**src/rtl/dsr_pkg.sv**
```systemverilog
// package: offsets, field positions and reset values of the diagnostic status bank
package dsr_pkg;
  localparam int unsigned DSR_WORD_W = 24;
  localparam logic [5:0] DSR_OFS_THERM = 6'h02;
  localparam logic [5:0] DSR_OFS_SUPPLY = 6'h03;
  localparam logic [5:0] DSR_OFS_LEVEL = 6'h04;
  localparam logic [5:0] DSR_OFS_OPEN = 6'h05;
  // word two fields
  localparam int unsigned DSR_THERM_LSB = 16;
  localparam int unsigned DSR_SHORT_LSB = 11;
  // word three fields
  localparam int unsigned DSR_GND_LOST_BIT = 5;
  localparam int unsigned DSR_IP_LOW_BIT = 4;
  localparam int unsigned DSR_CAN_LOW_BIT = 3;
  // word four fields
  localparam int unsigned DSR_WD_LSB = 22;
  localparam int unsigned DSR_EI2_BIT = 21;
  localparam int unsigned DSR_EI1_BIT = 18;
  // word five fields
  localparam int unsigned DSR_DRIVER_ZERO_OPEN_LOAD_FLAG_BIT = 21;
  localparam int unsigned DSR_HS_HI_LSB = 16;
  localparam int unsigned DSR_HS_LO_LSB = 12;
  localparam int unsigned DSR_HB_OL_LSB = 6;
  // watchdog progress encodings
  localparam logic [1:0] DSR_WD_FIRST = 2'h0;
  localparam logic [1:0] DSR_WD_SECOND = 2'h1;
  localparam logic [1:0] DSR_WD_LAST = 2'h3;
  localparam logic [23:0] DSR_RESET_WORD = 24'h000000;
  typedef enum logic [1:0] {DSR_PH_FIRST, DSR_PH_SECOND, DSR_PH_LAST} dsr_phase_t;
endpackage

```
**src/rtl/dsr_status_bank.sv**
```systemverilog
// diagnostic status words two to five with read-and-clear access
//
// How it works
// RULE_01: word two bits 23..16 latch thermal shutdown of clusters eight..one.
// RULE_02: a cluster crossing its threshold switches all its outputs off with the flag.
// RULE_03: word two bits 13..11 latch high-side shorts of bridges six..four.
// RULE_04: latched flags stay set until a read-and-clear of their word.
// RULE_05: word three bit 5 follows ground loss live, unlatched.
// RULE_06: word three bit 4 latches internal supply below 3V.
// RULE_07: word three bit 3 latches transceiver supply low warning.
// RULE_08: word four bits 23:22 show watchdog progress 00, 01, 11; 10 never.
// RULE_09: word four bit 21 is live input two level, untouched by clears.
// RULE_10: input two level reads 0 unless configured as wake-up input.
// RULE_11: word four bit 18 is live input one level, never cleared.
// RULE_12: word five latches driver open-load flags at bits 21, 20..16, 14..12.
// RULE_13: word five latches bridge open-load pairs at bits 11..6.
// RULE_14: reserved positions always read zero.
// RULE_15: host never writes status words; such frames are refused, flagged invalid.
// RULE_16: read-and-clear returns pre-clear values; persisting conditions set again.
// RULE_17: an event in the clear cycle wins; flag ends set.
`timescale 1ns/1ps
`default_nettype none
module dsr_status_bank
  import dsr_pkg::*;
(
  input  wire logic        CORE_CLK,
  input  wire logic        RST_B,
  // access port from the serial frame logic
  input  wire logic        ACC_VALID,
  input  wire logic        ACC_WRITE,
  input  wire logic        ACC_CLEAR,
  input  wire logic [5:0]  ACC_ADDR,
  output logic [23:0]      ACC_RDATA,
  output logic             ACC_HIT,
  output logic             ACC_INV_CMD,
  // detector events, same clock domain
  input  wire logic [7:0]  THERM_TRIP,
  input  wire logic [2:0]  HIGH_SHORT,
  input  wire logic        INTERNAL_SUPPLY_LOW_FLAG_EV,
  input  wire logic        TRANSCEIVER_SUPPLY_LOW_FLAG_EV,
  input  wire logic [8:0]  DRV_OPEN_LOAD,
  input  wire logic [5:0]  HB_OPEN_LOAD,
  // live conditions
  input  wire logic        GND_LOST,
  input  wire logic [1:0]  WD_PHASE,
  input  wire logic        EXT_IN_ONE,
  input  wire logic        EXT_IN_TWO,
  input  wire logic        EXT_TWO_WAKE_CFG,
  // cluster output enables after shutdown
  input  wire logic [7:0]  CLUSTER_ON_REQ,
  output logic [7:0]       CLUSTER_ON
);
  // ----------------------------------------------
  // address decode
  // ----------------------------------------------
  // shared by all four word selects
  function automatic logic hit_of(input logic [5:0] a, input logic [5:0] ofs);
    hit_of = (a == ofs);
  endfunction

  logic sel_therm;
  logic sel_supply;
  logic sel_level;
  logic sel_open;
  logic any_sel;
  logic rd_ok;
  logic clr_therm;
  logic clr_supply;
  logic clr_open;

  assign sel_therm  = hit_of(ACC_ADDR, DSR_OFS_THERM);
  assign sel_supply = hit_of(ACC_ADDR, DSR_OFS_SUPPLY);
  assign sel_level  = hit_of(ACC_ADDR, DSR_OFS_LEVEL);
  assign sel_open   = hit_of(ACC_ADDR, DSR_OFS_OPEN);
  assign any_sel    = sel_therm | sel_supply | sel_level | sel_open;
  assign rd_ok      = ACC_VALID & ~ACC_WRITE & any_sel;
  // word four is live only, so a clear there has nothing to act on;
  // a write never clears: one to a status word is refused and only pulses the invalid flag
  assign clr_therm  = rd_ok & ACC_CLEAR & sel_therm;
  assign clr_supply = rd_ok & ACC_CLEAR & sel_supply;
  assign clr_open   = rd_ok & ACC_CLEAR & sel_open;

  // ----------------------------------------------
  // live input synchronisers
  // ----------------------------------------------
  // one shared synchroniser keeps the live bits on a common lag of four edges;
  // a phase code whose pins skew can show a mixed value for a cycle,
  // which the decode below folds onto a legal code
  logic [4:0] live_s;
  dsr_sync3 #(.W(5)) u_sync (
    .CORE_CLK (CORE_CLK),
    .RST_B    (RST_B),
    .D_IN     ({GND_LOST, WD_PHASE, EXT_IN_ONE, EXT_IN_TWO}),
    .Q_OUT    (live_s)
  );

  logic       gnd_s;
  logic [1:0] wd_s;
  logic       ei1_s;
  logic       ei2_s;
  logic [1:0] wd_code;
  assign gnd_s = live_s[4];
  assign wd_s  = live_s[3:2];
  assign ei1_s = live_s[1];
  assign ei2_s = live_s[0];

  // invalid phase code is never shown; held at last third
  always_comb begin
    case (wd_s)
      DSR_WD_FIRST:  wd_code = DSR_WD_FIRST;
      DSR_WD_SECOND: wd_code = DSR_WD_SECOND;
      default:       wd_code = DSR_WD_LAST; // RULE_08
    endcase
  end

  // ----------------------------------------------
  // latched flags
  // ----------------------------------------------
  logic [7:0]  therm_q;
  logic [7:0]  therm_d;
  logic [2:0]  short_q;
  logic [2:0]  short_d;
  logic [1:0]  sup_q;
  logic [1:0]  sup_d;
  logic [8:0]  dol_q;
  logic [8:0]  dol_d;
  logic [5:0]  hol_q;
  logic [5:0]  hol_d;

  // set wins over clear so no event is lost
  // an event in the clear cycle is seen on the next read, not dropped;
  // a condition that persists simply sets its flag again after a clear
  assign therm_d = (therm_q & ~{8{clr_therm}}) | THERM_TRIP; // RULE_01 RULE_04 RULE_17
  assign short_d = (short_q & ~{3{clr_therm}}) | HIGH_SHORT; // RULE_03 RULE_04 RULE_17
  assign sup_d   = (sup_q & ~{2{clr_supply}})
                 | {INTERNAL_SUPPLY_LOW_FLAG_EV, TRANSCEIVER_SUPPLY_LOW_FLAG_EV}; // RULE_06 RULE_07 RULE_16
  assign dol_d   = (dol_q & ~{9{clr_open}}) | DRV_OPEN_LOAD; // RULE_12 RULE_16
  assign hol_d   = (hol_q & ~{6{clr_open}}) | HB_OPEN_LOAD; // RULE_13 RULE_17

  always_ff @(posedge CORE_CLK or negedge RST_B) begin
    if (!RST_B) begin
      therm_q <= '0;
      short_q <= '0;
      sup_q   <= '0;
      dol_q   <= '0;
      hol_q   <= '0;
    end else begin
      therm_q <= therm_d;
      short_q <= short_d;
      sup_q   <= sup_d;
      dol_q   <= dol_d;
      hol_q   <= hol_d;
    end
  end

  // cut the cluster at once, combinational so the cut starts in the trip cycle, one edge before the flag sets
  // the cut lasts while the flag stands; a clear lets the request through again
  assign CLUSTER_ON = CLUSTER_ON_REQ & ~(therm_q | THERM_TRIP); // RULE_02

  // ----------------------------------------------
  // word assembly, reserved bits zero
  // ----------------------------------------------
  logic [23:0] w_therm;
  logic [23:0] w_supply;
  logic [23:0] w_level;
  logic [23:0] w_open;
  logic        ei2_shown;

  assign ei2_shown = ei2_s & EXT_TWO_WAKE_CFG; // RULE_10

  always_comb begin
    // reserved positions start from the reset word and are never written,
    // so they read zero whatever the detectors do
    w_therm  = DSR_RESET_WORD;
    w_supply = DSR_RESET_WORD;
    w_level  = DSR_RESET_WORD;
    w_open   = DSR_RESET_WORD; // RULE_14
    w_therm[DSR_THERM_LSB +: 8] = therm_q;
    w_therm[DSR_SHORT_LSB +: 3] = short_q;
    w_supply[DSR_GND_LOST_BIT]  = gnd_s; // RULE_05
    w_supply[DSR_IP_LOW_BIT]    = sup_q[1];
    w_supply[DSR_CAN_LOW_BIT]   = sup_q[0];
    w_level[DSR_WD_LSB +: 2]    = wd_code;
    w_level[DSR_EI2_BIT]        = ei2_shown; // RULE_09
    w_level[DSR_EI1_BIT]        = ei1_s; // RULE_11
    w_open[DSR_DRIVER_ZERO_OPEN_LOAD_FLAG_BIT]      = dol_q[8];
    w_open[DSR_HS_HI_LSB +: 5]  = dol_q[7:3];
    w_open[DSR_HS_LO_LSB +: 3]  = dol_q[2:0];
    w_open[DSR_HB_OL_LSB +: 6]  = hol_q;
  end

  // one word at most is selected, so an or of masked words is enough
  logic [23:0] rdata_d;
  assign rdata_d = ({24{sel_therm}} & w_therm) | ({24{sel_supply}} & w_supply)
                 | ({24{sel_level}} & w_level) | ({24{sel_open}} & w_open);

  // ----------------------------------------------
  // answer registers
  // ----------------------------------------------
  logic [23:0] rdata_q;
  logic        hit_q;
  logic        inv_q;

  always_ff @(posedge CORE_CLK or negedge RST_B) begin
    if (!RST_B) begin
      rdata_q <= '0;
      hit_q   <= 1'b0;
      inv_q   <= 1'b0;
    end else begin
      rdata_q <= rd_ok ? rdata_d : rdata_q; // RULE_16
      hit_q   <= rd_ok;
      inv_q   <= ACC_VALID & ACC_WRITE & any_sel; // RULE_15
    end
  end

  // read data holds between reads so a slow sampler still sees the word;
  // an unmapped address gives neither a hit nor a refusal and leaves it as is;
  // the refusal pulse is this bank's share, the frame logic keeps the sticky flag
  assign ACC_RDATA   = rdata_q;
  assign ACC_HIT     = hit_q;
  assign ACC_INV_CMD = inv_q;
endmodule
`default_nettype wire

```
**src/rtl/dsr_sync3.sv**
```systemverilog
// three-stage input synchroniser; output changes when stages two and three agree
`timescale 1ns/1ps
`default_nettype none
module dsr_sync3 #(
  parameter int unsigned W = 1
) (
  input  wire logic         CORE_CLK,
  input  wire logic         RST_B,
  input  wire logic [W-1:0] D_IN,
  output logic      [W-1:0] Q_OUT
);
  logic [W-1:0] s1_q;
  logic [W-1:0] s2_q;
  logic [W-1:0] s3_q;
  logic [W-1:0] out_q;
  logic [W-1:0] agree;
  logic [W-1:0] out_d;

  assign agree = ~(s2_q ^ s3_q);
  assign out_d = (agree & s3_q) | (~agree & out_q);
  assign Q_OUT = out_q;

  always_ff @(posedge CORE_CLK or negedge RST_B) begin
    if (!RST_B) begin
      s1_q  <= '0;
      s2_q  <= '0;
      s3_q  <= '0;
      out_q <= '0;
    end else begin
      s1_q  <= D_IN;
      s2_q  <= s1_q;
      s3_q  <= s2_q;
      out_q <= out_d;
    end
  end
endmodule
`default_nettype wire

```
**config.mk**
```make
export PLATFORM = sky130hd
export DESIGN_NAME = dsr_status_bank
export DESIGN_NICKNAME = d
export VERILOG_FILES = /design/src/rtl/dsr_pkg.sv /design/src/rtl/dsr_status_bank.sv /design/src/rtl/dsr_sync3.sv
export SDC_FILE = /design/constraint.sdc
export NUM_CORES = 1
export LEC_CHECK = 0
export ABC_AREA = 1
export BUFFER_PORTS_ARGS = -buffer_cell sky130_fd_sc_hd__buf_2
export CAP_MARGIN = 25
export CORE_AREA = 4 4 85 87
export CTS_CLUSTER_DIAMETER = 100
export DETAILED_ROUTE_END_ITERATION = 16
export DIE_AREA = 0 0 89 91
export PLACE_DENSITY_LB_ADDON = 0.25
export REMOVE_ABC_BUFFERS = 1
export SLEW_MARGIN = 10
export SYNTH_ARGS = -nofsm -noshare
export SYNTH_HDL_FRONTEND = slang
export SYNTH_SLANG_ARGS = --single-unit
```
**constraint.sdc**
```tcl
create_clock -name CORE_CLK -period 2.1 [get_ports CORE_CLK]
set_input_delay 0.105 -clock CORE_CLK [delete_from_list [all_inputs] [get_ports CORE_CLK]]
set_output_delay 0.105 -clock CORE_CLK [all_outputs]
set_load 0.01 [all_outputs]
```
==> run summary, run 1 <==
### Run status
• status: completed

### Hold path
• worst min-delay path endpoint: ACC_INV_CMD
• number of cells traversed by the worst hold path: 3
• path class of the lowest-slack min-delay path: in -> reg
• Min-Delay Startpoint: ACC_VALID

### Synth
• number of instances in the synthesized netlist: 311
• Mapped Avg Cell Area: 9.22 µm²
• share of the yosys chip area belonging to registers: 61.1%
• number of synthesized register bits: 70
• number of warnings issued by yosys: 0
• count of cell types in the netlist: 21
• cell area after technology mapping: 0.00287 mm²

### Clock network
• number of sinks handled by clock tree synthesis: 70
• cell at the root of the clock tree: clkbuf_8
• Clock Tree Buf Depth: 2
• number of buffers created by CTS: 9
• post-CTS setup buffer count: 0
• clk slew on worst S/H paths: 0.07 ns
• clock insertion delay at the later pin of the skew report: 0.34 ns
• number of levels in the clock H-tree: 3
• clock tree from TritonCTS: done

### Route
• vias after detailed routing: 2,259
• wire length per cell after detailed routing: 12.0 µm
• number of detailed-routing iterations run before antenna repair: 4
• number of nets still failing antenna checks after routing: 0
• final wirelength: 6150 µm
• first-iteration detailed-routing DRC count: 84
• remaining design rule violation count: 0
• vias per cell: 4.40

### Worst setup path
• Max Fanout on Critical Path: 2
• slowest library cell on the worst path: dlygate4sd3_1
• Max stage delay on crit path: 0.53 ns
• critical path type: in -> out
• sequence of cells on the critical path: dlygate4sd3_1, buf_2, nor3b_1, buf_2
• Arrival @ worst endpoint: 1.16 ns
• most numerous cell on the critical path: buf_2
• flop-to-flop setup slack: 1.22 ns
• Crit Reg-Reg Startpoint: u_sync.s2_q[4]
• critical path capture point type: output port
• critical path startpoint category: primary input
• Worst EP required: 2.00 ns
• Register-to-Register Path Depth: 1

### Floorplanning
• effective utilization at floorplan: 45.1%
• Rows: 29
• CORE AREA: 0.00635 mm²
• ports placed on the boundary: 87
• die outline width: 89 µm
• overall die height: 91 µm
• die outline area: 0.00810 mm²

### Final layout
• final antenna diode count: 0
• flip-flop and latch area: 0.00175 mm²
• Synth-to-Final Area Change: 35.1%
• final non-filler cell total: 513
• post-layout net count: 485
• share of post-route cells with drive strength above 1: 26.4%
• FILL cells: 555
• area used by multi-input combinational logic: 883 µm²

### GRT
• vias in the first global route: 2,311
• initial antenna violation count: 0
• first-pass GRT wire length: 10,300 µm
• Total GRT Usage: 16.6%
• global route overflow: 0
• maximum number of pins on one net before global-route repair: 71

### Timing
• worst max-slew margin expressed relative to the limit: 43.6%
• accumulated negative setup slack: 0 ns
• minimum clock period: 1.27 ns
• unrepaired setup endpoints after global routing: false
• clock tree skew after final layout: 0.00558 ns
• number of hold violations in the final report: 0
• transition time at the pin with the least slew margin: 0.846 ns
• portion of the clock cycle consumed by the worst path in the final layout: 60.3%
• final-report max-slew violation count: 0
• achievable clock frequency: 0.790 GHz
• number of failing setup endpoints in the final timing report: 0

### Power
• standby leakage power: 0.00214 µW
• maximum ir drop on the vdd rail: 398 µV
• power density over cell area: 721 mW/mm²

### Placement
• placed cells: 464
• final weighted congestion in routability-driven placement: 0.718
• half-perimeter wire length of the detailed placement result: 4120 µm
• quantity of I/O buffers inserted on ports: 82

### Flow run
• total of max-cap violations: 0

-- report_power, final --
group / internal [µW] / switching [µW] / total [µW]
clock network: 723 / 470 / 1190
logic: 105 / 97.7 / 203
registers: 1380 / 16.3 / 1400
total: 2210 / 584 / 2790
-- worst max path at each step --
stage                       start       endpoint  slack [ns]  cells after the start
floorplan             ACC_ADDR[3]     short_q[0]        0.89                      6
global placement      ACC_ADDR[3]  ACC_RDATA[17]        0.65                      9
detailed placement    ACC_ADDR[3]     therm_q[7]        0.59                      7
CTS                    therm_q[4]  CLUSTER_ON[4]        0.85                      2
global route        THERM_TRIP[1]  CLUSTER_ON[1]        0.80                      4
finish              THERM_TRIP[1]  CLUSTER_ON[1]        0.83                      4
-- layout by cell type, fill, tap and decap left out --
cell type,n
bufinv_16,2
inv_2,1
nor3b_1,8
nand2_1,138
nand3_1,7
dlygate4sd3_1,34
nand2_2,9
buf_2,81
clkinv_2,2
nor2_1,6
nor2_2,1
maj3_1,5
o21ai_0,4
o21ai_1,5
o211ai_1,1
nand4_1,2
conb_1,4
buf_4,4
nor2_4,3
clkbuf_8,11
inv_1,37
dfrtp_1,70
nand4_4,1
-- routing by layer --
layer | track usage [%] | vias to the layer above | routed length, µm
li1 | - | 1170 | -
met1 | 20.4 | 1011 | 2670
met2 | 27.2 | 64 | 2970
met3 | 3.17 | 14 | 350
met4 | 9.31 | 0 | 157
met5 | 0 | - | 0
-- area by class of cell --
class                           count  area share [%]
Clock buffer                       11            3.91
Clock inverter                      4            1.81
Inverter                           38            3.68
Multi-Input combinational cell    194            22.8
Sequential cell                    70            45.2
Tap cell                           77            2.49
Timing Repair Buffer              119            20.0
-- logic make-up (layout without fill, tap and decap cells) --
family | count (synthesis) | in the layout | synth area share [%]
buffers and inverters | 50 | 172 | 8.47
adder cells (fa/ha/maj) | 5 | 5 | 1.75
flip-flops | 70 | 70 | 61.1
AO/OA/AOI/OAI | 10 | 10 | 1.83
AND/OR/NAND/NOR | 175 | 175 | 26.7
other | 1 | 4 | 0.131
-- critical path, delay by kind of cell --
kind	cells	cell delay (ns)
buf+inv	3	0.83
simple gates	1	0.22
-- flip-flops by register name, summed over array words and instances, names as in the netlist, named ones only --
signal	count
ACC_RDATA	20
dol_q	9
therm_q	8
hol_q	6
u_sync.s1_q	5
u_sync.s2_q	5
u_sync.s3_q	5
short_q	3
sup_q	2
ACC_HIT	1
ACC_INV_CMD	1
-- timing repair --
action,CTS,global route
hold buffers,34,0
gates resized for setup,0,0
hold endpoints to repair,103,0
-- per-stage QoR --
step / instance area (µm²) / hold WS, ns / worst slack, ns / power (µW) / utilization (%)
floorplan: 2780 / -0.191 / 0.894 / 1480 / -
global placement: 3310 / 0.214 / 0.646 / 1580 / 52.1
detailed placement: 3310 / 0.217 / 0.590 / 1580 / 52.1
CTS: 3870 / 0.0191 / 0.854 / 2830 / 61.0
global route: 3870 / 0.0364 / 0.799 / 2910 / 61.0
finish: 3870 / 0.0360 / 0.835 / 2790 / 61.0
-- cell usage after synthesis --
cell type	n	area, µm²
nand4_1	2	12.5
o21ai_1	5	25.0
o211ai_1	1	7.51
buf_2	1	5.00
buf_6	4	45.0
nor2_2	1	6.26
nor2_1	6	22.5
nor2_4	3	33.8
inv_1	37	139
o21ai_0	4	20.0
nand3_1	7	35.0
nand2_2	9	56.3
clkbuf_2	1	5.00
dfrtp_1	70	1750
nand2_1	138	518
conb_1	1	3.75
inv_2	1	3.75
maj3_1	5	50.1
buf_4	6	45.0
nor3b_1	8	60.1
nand4_4	1	21.3
Note: power is estimated with default switching activity, not from simulation.
==> run 2: changes to the inputs <==
==> constraint.sdc (replaced) <==
create_clock -name CORE_CLK -period 1.1 [get_ports CORE_CLK]
set_input_delay 0.055 -clock CORE_CLK [delete_from_list [all_inputs] [get_ports CORE_CLK]]
set_output_delay 0.055 -clock CORE_CLK [all_outputs]
set_load 0.01 [all_outputs]
==> run summary, run 2 (synthesized netlist as in run 1, its figures left out) <==
### Run status
• status: finished with violations, was completed
• failing checks: setup timing

### Route
• vias per cell: 4.42, was 4.40
• final wirelength: 6400 µm, was 6150 µm
• highest routed layer: met4, unchanged
• met3 routed wirelength: 434 µm, was 350 µm
• vias after detailed routing: 2,360, was 2,259
• sum of routed wire segments on met1: 2740 µm, was 2670 µm
• remaining design rule violation count: 0, unchanged
• Routed met2 length: 3030 µm, was 2970 µm
• number of detailed-routing iterations run before antenna repair: 4, unchanged
• first-iteration detailed-routing DRC count: 88, was 84
• wire length per cell after detailed routing: 12.0 µm, about the same
• number of nets still failing antenna checks after routing: 0, unchanged

### Power
• standby leakage power: 0.00224 µW, was 0.00214 µW
• maximum ir drop on the vdd rail: 694 µV, was 398 µV
• power density over cell area: 1250 mW/mm², was 721 mW/mm²

### Timing
• number of hold violations in the final report: 0, unchanged
• portion of the clock cycle consumed by the worst path in the final layout: 105%
• final-report max-slew violation count: 0, unchanged
• minimum clock period: 1.15 ns
• least setup slack across all paths after layout: -0.0523 ns, was 0.835 ns
• number of failing setup endpoints in the final timing report: 2, was 0
• hold_ws: 0.113 ns, was 0.0360 ns
• clock tree skew after final layout: 0.00609 ns, was 0.00558 ns
• unrepaired setup endpoints after global routing: true, was false
• achievable clock frequency: 0.868 GHz

### Floorplanning
• die outline area: 0.00810 mm², unchanged
• CORE AREA: 0.00635 mm², unchanged
• overall die height: 91 µm, unchanged
• effective utilization at floorplan: 45.1%, unchanged
• Rows: 29, unchanged
• ports placed on the boundary: 87, unchanged
• die outline width: 89 µm, unchanged

### GRT
• vias in the first global route: 2,364, was 2,311
• initial antenna violation count: 0, unchanged
• global route overflow: 0, unchanged
• maximum number of pins on one net before global-route repair: 32, was 71
• Total GRT Usage: 17.3%, was 16.6%
• first-pass GRT wire length: 10,800 µm, was 10,300 µm

### Hold path
• worst min-delay path endpoint: sup_q[1], was ACC_INV_CMD
• Min-Delay Startpoint: ACC_CLEAR, was ACC_VALID
• number of cells traversed by the worst hold path: 4, was 3
• path class of the lowest-slack min-delay path: in -> reg, unchanged

### Final layout
• Synth-to-Final Area Change: 42.8%, was 35.1%
• area used by multi-input combinational logic: 923 µm², was 883 µm²
• share of post-route cells with drive strength above 1: 31.1%, was 26.4%
• finished layout cell area: 0.00409 mm², was 0.00387 mm²
• FILL cells: 534, was 555
• flip-flop and latch area: 0.00175 mm², unchanged
• most common cell after layout, fill and taps aside: nand2_1, unchanged
• post-layout net count: 505, was 485
• final antenna diode count: 0, unchanged
• number of flip-flops in the largest register: 20, unchanged
• most frequent cells in the layout: nand2_1, buf_2, dfrtp_1, inv_1, dlygate4sd3_1, unchanged
• final non-filler cell total: 534, was 513

### Clock network
• number of buffers created by CTS: 9, unchanged
• clock tree from TritonCTS: done, unchanged
• clk slew on worst S/H paths: 0.07 ns, about the same
• clock insertion delay at the later pin of the skew report: 0.34 ns, about the same
• number of sinks handled by clock tree synthesis: 70, unchanged
• cell at the root of the clock tree: clkbuf_8, unchanged
• Clock Tree Buf Depth: 2, unchanged
• number of levels in the clock H-tree: 3, unchanged

### Worst setup path
• Worst EP required: 1.04 ns, was 2.00 ns
• Max Fanout on Critical Path: 2, unchanged
• Register-to-Register Path Depth: 6, was 1
• critical path startpoint category: primary input, unchanged
• Arrival @ worst endpoint: 1.10 ns, was 1.16 ns
• reg-to-reg critical path endpoint: ACC_RDATA[23]
• Crit Reg-Reg Startpoint: therm_q[7], was u_sync.s2_q[4]
• flop-to-flop setup slack: 0.13 ns, was 1.22 ns
• critical path type: in -> out, unchanged
• critical path capture point type: output port, unchanged

### Placement
• quantity of I/O buffers inserted on ports: 82, unchanged
• placed cells: 473, was 464
• cell area after placement: 0.00343 mm², was 0.00331 mm²
• half-perimeter wire length of the detailed placement result: 4390 µm, was 4120 µm
• final weighted congestion in routability-driven placement: 0.722, was 0.718

### Flow run
• total of max-cap violations: 0, unchanged

run 2: what timing repair did:
action / in CTS / in global routing
pin swaps: 5 / 0
setup buffers: 7 / 2
hold buffers: 36 / 0
gates resized for setup: 5 / 3
endpoints found under the setup margin: 8 / 8
hold endpoints to repair: 104 / 0
run 2: worst max-delay path by stage:
stage,from,end,depth (start not counted)
floorplan,ACC_ADDR[3],short_q[0],6
global placement,ACC_ADDR[3],sup_q[1],7
detailed placement,ACC_ADDR[3],sup_q[0],7
CTS,therm_q[5],CLUSTER_ON[5],2
global route,therm_q[5],CLUSTER_ON[5],2
finish,THERM_TRIP[1],CLUSTER_ON[1],4
run 2: layout make-up:
| cell class | instances | share of cell area (%) |
|---|---|---|
| Sequential cell | 70 | 42.8 |
| Multi-Input combinational cell | 194 | 22.6 |
| Clock buffer | 9 | 3.03 |
| Tap cell | 77 | 2.35 |
| Clock inverter | 7 | 1.80 |
| Inverter | 38 | 3.49 |
| Timing Repair Buffer | 139 | 24.0 |
run 2: critical path, cell delays in order:
cell and delay, ns:
dlygate4sd3_1 0.55, buf_2 0.14, nor3b_2 0.19, buf_2 0.17
run 2: per-stage QoR:
step	total power (µW)	setup slack, ns	utilization (%)	setup TNS [ns]
4_1_cts	5200	-0.0534	64.0	-0.168
6_report	5130	-0.0523	64.5	-0.0809
5_1_grt	5370	-0.0843	64.5	-0.417
2_1_floorplan	2820	-0.0562	-	-0.619
3_3_place_gp	3030	0.0282	54.0	0
3_5_place_dp	3040	-0.000142	54.0	-0.000142
run 2: power breakdown:
group / internal (µW) / switching [µW] / leakage (µW)
combinational: 225 / 194 / 0.00136
clock: 1050 / 995 / 0.0000996
sequential: 2630 / 30.3 / 0.000785
run 2: per-layer routing:
metal | vias to the layer above | track usage (%)
li1 | 1215 | -
met1 | 1053 | 22.8
met2 | 76 | 26.4
met3 | 16 | 3.62
met4 | 0 | 9.43
met5 | - | 0
==> run 3: changes to the inputs <==
--- a/config.mk
+++ b/config.mk
@@ -8,10 +8,10 @@
 export ABC_AREA = 1
 export BUFFER_PORTS_ARGS = -buffer_cell sky130_fd_sc_hd__buf_2
 export CAP_MARGIN = 25
-export CORE_AREA = 4 4 85 87
-export CTS_CLUSTER_DIAMETER = 100
+export CORE_AREA = 4 4 84 86
+export CTS_CLUSTER_DIAMETER = 30
 export DETAILED_ROUTE_END_ITERATION = 16
-export DIE_AREA = 0 0 89 91
+export DIE_AREA = 0 0 88 90
 export PLACE_DENSITY_LB_ADDON = 0.25
 export REMOVE_ABC_BUFFERS = 1
 export SLEW_MARGIN = 10
==> run summary, run 3 (synthesized netlist as in run 1, its figures left out) <==
### Run status
• status: finished with violations, unchanged
• failing checks: setup timing, unchanged

### Route
• remaining design rule violation count: 0, unchanged
• final wirelength: 6390 µm, was 6400 µm
• vias per cell: 4.37, was 4.42
• first-iteration detailed-routing DRC count: 63, was 88
• met3 routed wirelength: 397 µm, was 434 µm
• number of nets still failing antenna checks after routing: 0, unchanged
• sum of routed wire segments on met1: 2750 µm, was 2740 µm
• number of detailed-routing iterations run before antenna repair: 4, unchanged
• Routed met2 length: 3140 µm, was 3030 µm
• vias after detailed routing: 2,332, was 2,360
• highest routed layer: met4, unchanged
• wire length per cell after detailed routing: 12.0 µm, about the same

### Timing
• least setup slack across all paths after layout: -0.0152 ns, was -0.0523 ns
• minimum clock period: 1.12 ns, was 1.15 ns
• final-report max-slew violation count: 0, unchanged
• clock tree skew after final layout: 0.00683 ns, was 0.00609 ns
• hold_ws: 0.0955 ns, was 0.113 ns
• unrepaired setup endpoints after global routing: true, unchanged
• number of hold violations in the final report: 0, unchanged
• accumulated negative setup slack: -0.0170 ns, was -0.0809 ns
• number of failing setup endpoints in the final timing report: 2, unchanged
• achievable clock frequency: 0.897 GHz, was 0.868 GHz
• portion of the clock cycle consumed by the worst path in the final layout: 101%, was 105%

### Power
• Internal Dissipation: 4130 µW, was 3910 µW
• combinational share of power: 7.9%, was 8.2%
• switching power: 1190 µW, was 1220 µW
• power density over cell area: 1290 mW/mm², was 1250 mW/mm²
• part of the total power dissipated in the clock network: 42.1%, was 39.9%
• maximum ir drop on the vdd rail: 867 µV, was 694 µV
• total power after layout: 5320 µW, was 5130 µW
• switching share of total power: 22.4%, was 23.8%
• register share of total power: 50.0%, was 51.9%
• standby leakage power: 0.00225 µW, was 0.00224 µW

### Placement
• post-placement setup slack: -0.0243 ns, was -0.000142 ns
• quantity of I/O buffers inserted on ports: 82, unchanged
• final weighted congestion in routability-driven placement: 0.761, was 0.722
• half-perimeter wire length of the detailed placement result: 4320 µm, was 4390 µm

### Final layout
• Synth-to-Final Area Change: 43.4%, was 42.8%
• most common cell after layout, fill and taps aside: nand2_1, unchanged
• post-layout net count: 505, unchanged
• area used by multi-input combinational logic: 923 µm², unchanged
• share of post-route cells with drive strength above 1: 30.9%, was 31.1%
• number of flip-flops in the largest register: 20, unchanged
• FILL cells: 522, was 534
• most frequent cells in the layout: nand2_1, buf_2, dfrtp_1, inv_1, dlygate4sd3_1, unchanged
• flip-flop and latch area: 0.00175 mm², unchanged
• final antenna diode count: 0, unchanged

### Clock network
• clock insertion delay at the later pin of the skew report: 0.35 ns, was 0.34 ns
• number of sinks handled by clock tree synthesis: 70, unchanged
• number of buffers created by CTS: 9, unchanged
• cell at the root of the clock tree: clkbuf_8, unchanged
• number of levels in the clock H-tree: 3, unchanged
• clock tree from TritonCTS: done, unchanged
• Clock Tree Buf Depth: 2, unchanged
• clk slew on worst S/H paths: 0.07 ns, about the same

### GRT
• first-pass GRT wire length: 11,000 µm, was 10,800 µm
• vias in the first global route: 2,458, was 2,364
• maximum number of pins on one net before global-route repair: 28, was 32
• Total GRT Usage: 18.0%, was 17.3%
• initial antenna violation count: 0, unchanged
• global route overflow: 0, unchanged

### Hold path
• path class of the lowest-slack min-delay path: in -> reg, unchanged

### Floorplanning
• effective utilization at floorplan: 45.7%, was 45.1%
• CORE AREA: 0.00628 mm², was 0.00635 mm²
• Rows: 29, unchanged
• die outline area: 0.00792 mm², was 0.00810 mm²
• die outline width: 88 µm, was 89 µm
• overall die height: 90 µm, was 91 µm
• ports placed on the boundary: 87, unchanged

### Worst setup path
• Arrival @ worst endpoint: 1.06 ns, was 1.10 ns
• critical path startpoint category: flop, was primary input
• critical path capture point type: output port, unchanged
• Max Fanout on Critical Path: 2, unchanged
• Worst EP required: 1.04 ns, about the same
• critical path type: reg -> out, was in -> out

### Flow run
• total of max-cap violations: 0, unchanged

[run 3: per-layer routing]
layer	global-route usage, %	vias up
li1	-	1211
met1	21.1	1047
met2	30.2	64
met3	5.12	10
met4	7.67	0
met5	0	-
[run 3: final cells by class]
cell class / instances / area share (%)
timing repair buffer: 139 / 23.9
inverter: 38 / 3.47
multi-input combinational: 194 / 22.5
tap: 77 / 2.34
clock buffer: 10 / 3.10
sequential: 70 / 42.6
clock inverter: 6 / 2.10
[run 3: final timing paths]
| check | to | cells past startpoint | slack, ns | startpoint |
|---|---|---|---|---|
| max | CLUSTER_ON[2] | 2 | -0.02 | therm_q[2] |
| min | sup_q[0] | 4 | 0.1 | ACC_CLEAR |
| max reg2reg | ACC_RDATA[16] | 6 | 0.12 | therm_q[0] |
| min reg2reg | u_sync.s2_q[4] | 0 | 0.35 | u_sync.s1_q[4] |
| max in group asynchronous | ACC_RDATA[19] | 3 | 0.51 | RST_B |
| min in group asynchronous | u_sync.s2_q[0] | 2 | 0.15 | RST_B |
[run 3: critical path, cell delays in order, from the launching register on]
cell,delay [ns]
dfrtp_1,0.39
nor3b_2,0.17
buf_2,0.16
[run 3: what timing repair did]
action / CTS / global route
endpoints found under the setup margin: 8 / 20
setup buffers: 7 / 4
hold buffers: 36 / 0
resized for setup: 3 / 5
endpoints found under the hold margin: 104 / 0
gates cloned: 0 / 0
pin swaps: 5 / 1
[run 3: per-stage QoR]
step / instances / util [%] / instance area [µm²]
floorplan: 302 / - / 2780
global placement: 472 / 54.3 / 3410
detailed placement: 472 / 54.3 / 3410
CTS: 531 / 64.5 / 4050
global route: 534 / 65.5 / 4110
finish: 534 / 65.5 / 4110
[run 3: power groups by stage]
stage	registers, µW	logic [µW]	clock network [µW]
after floorplan	2720	101	0
after global placement	2710	319	0
after detailed placement	2720	324	0
after CTS	2660	424	2280
after global routing	2670	478	2400
final	2660	421	2240
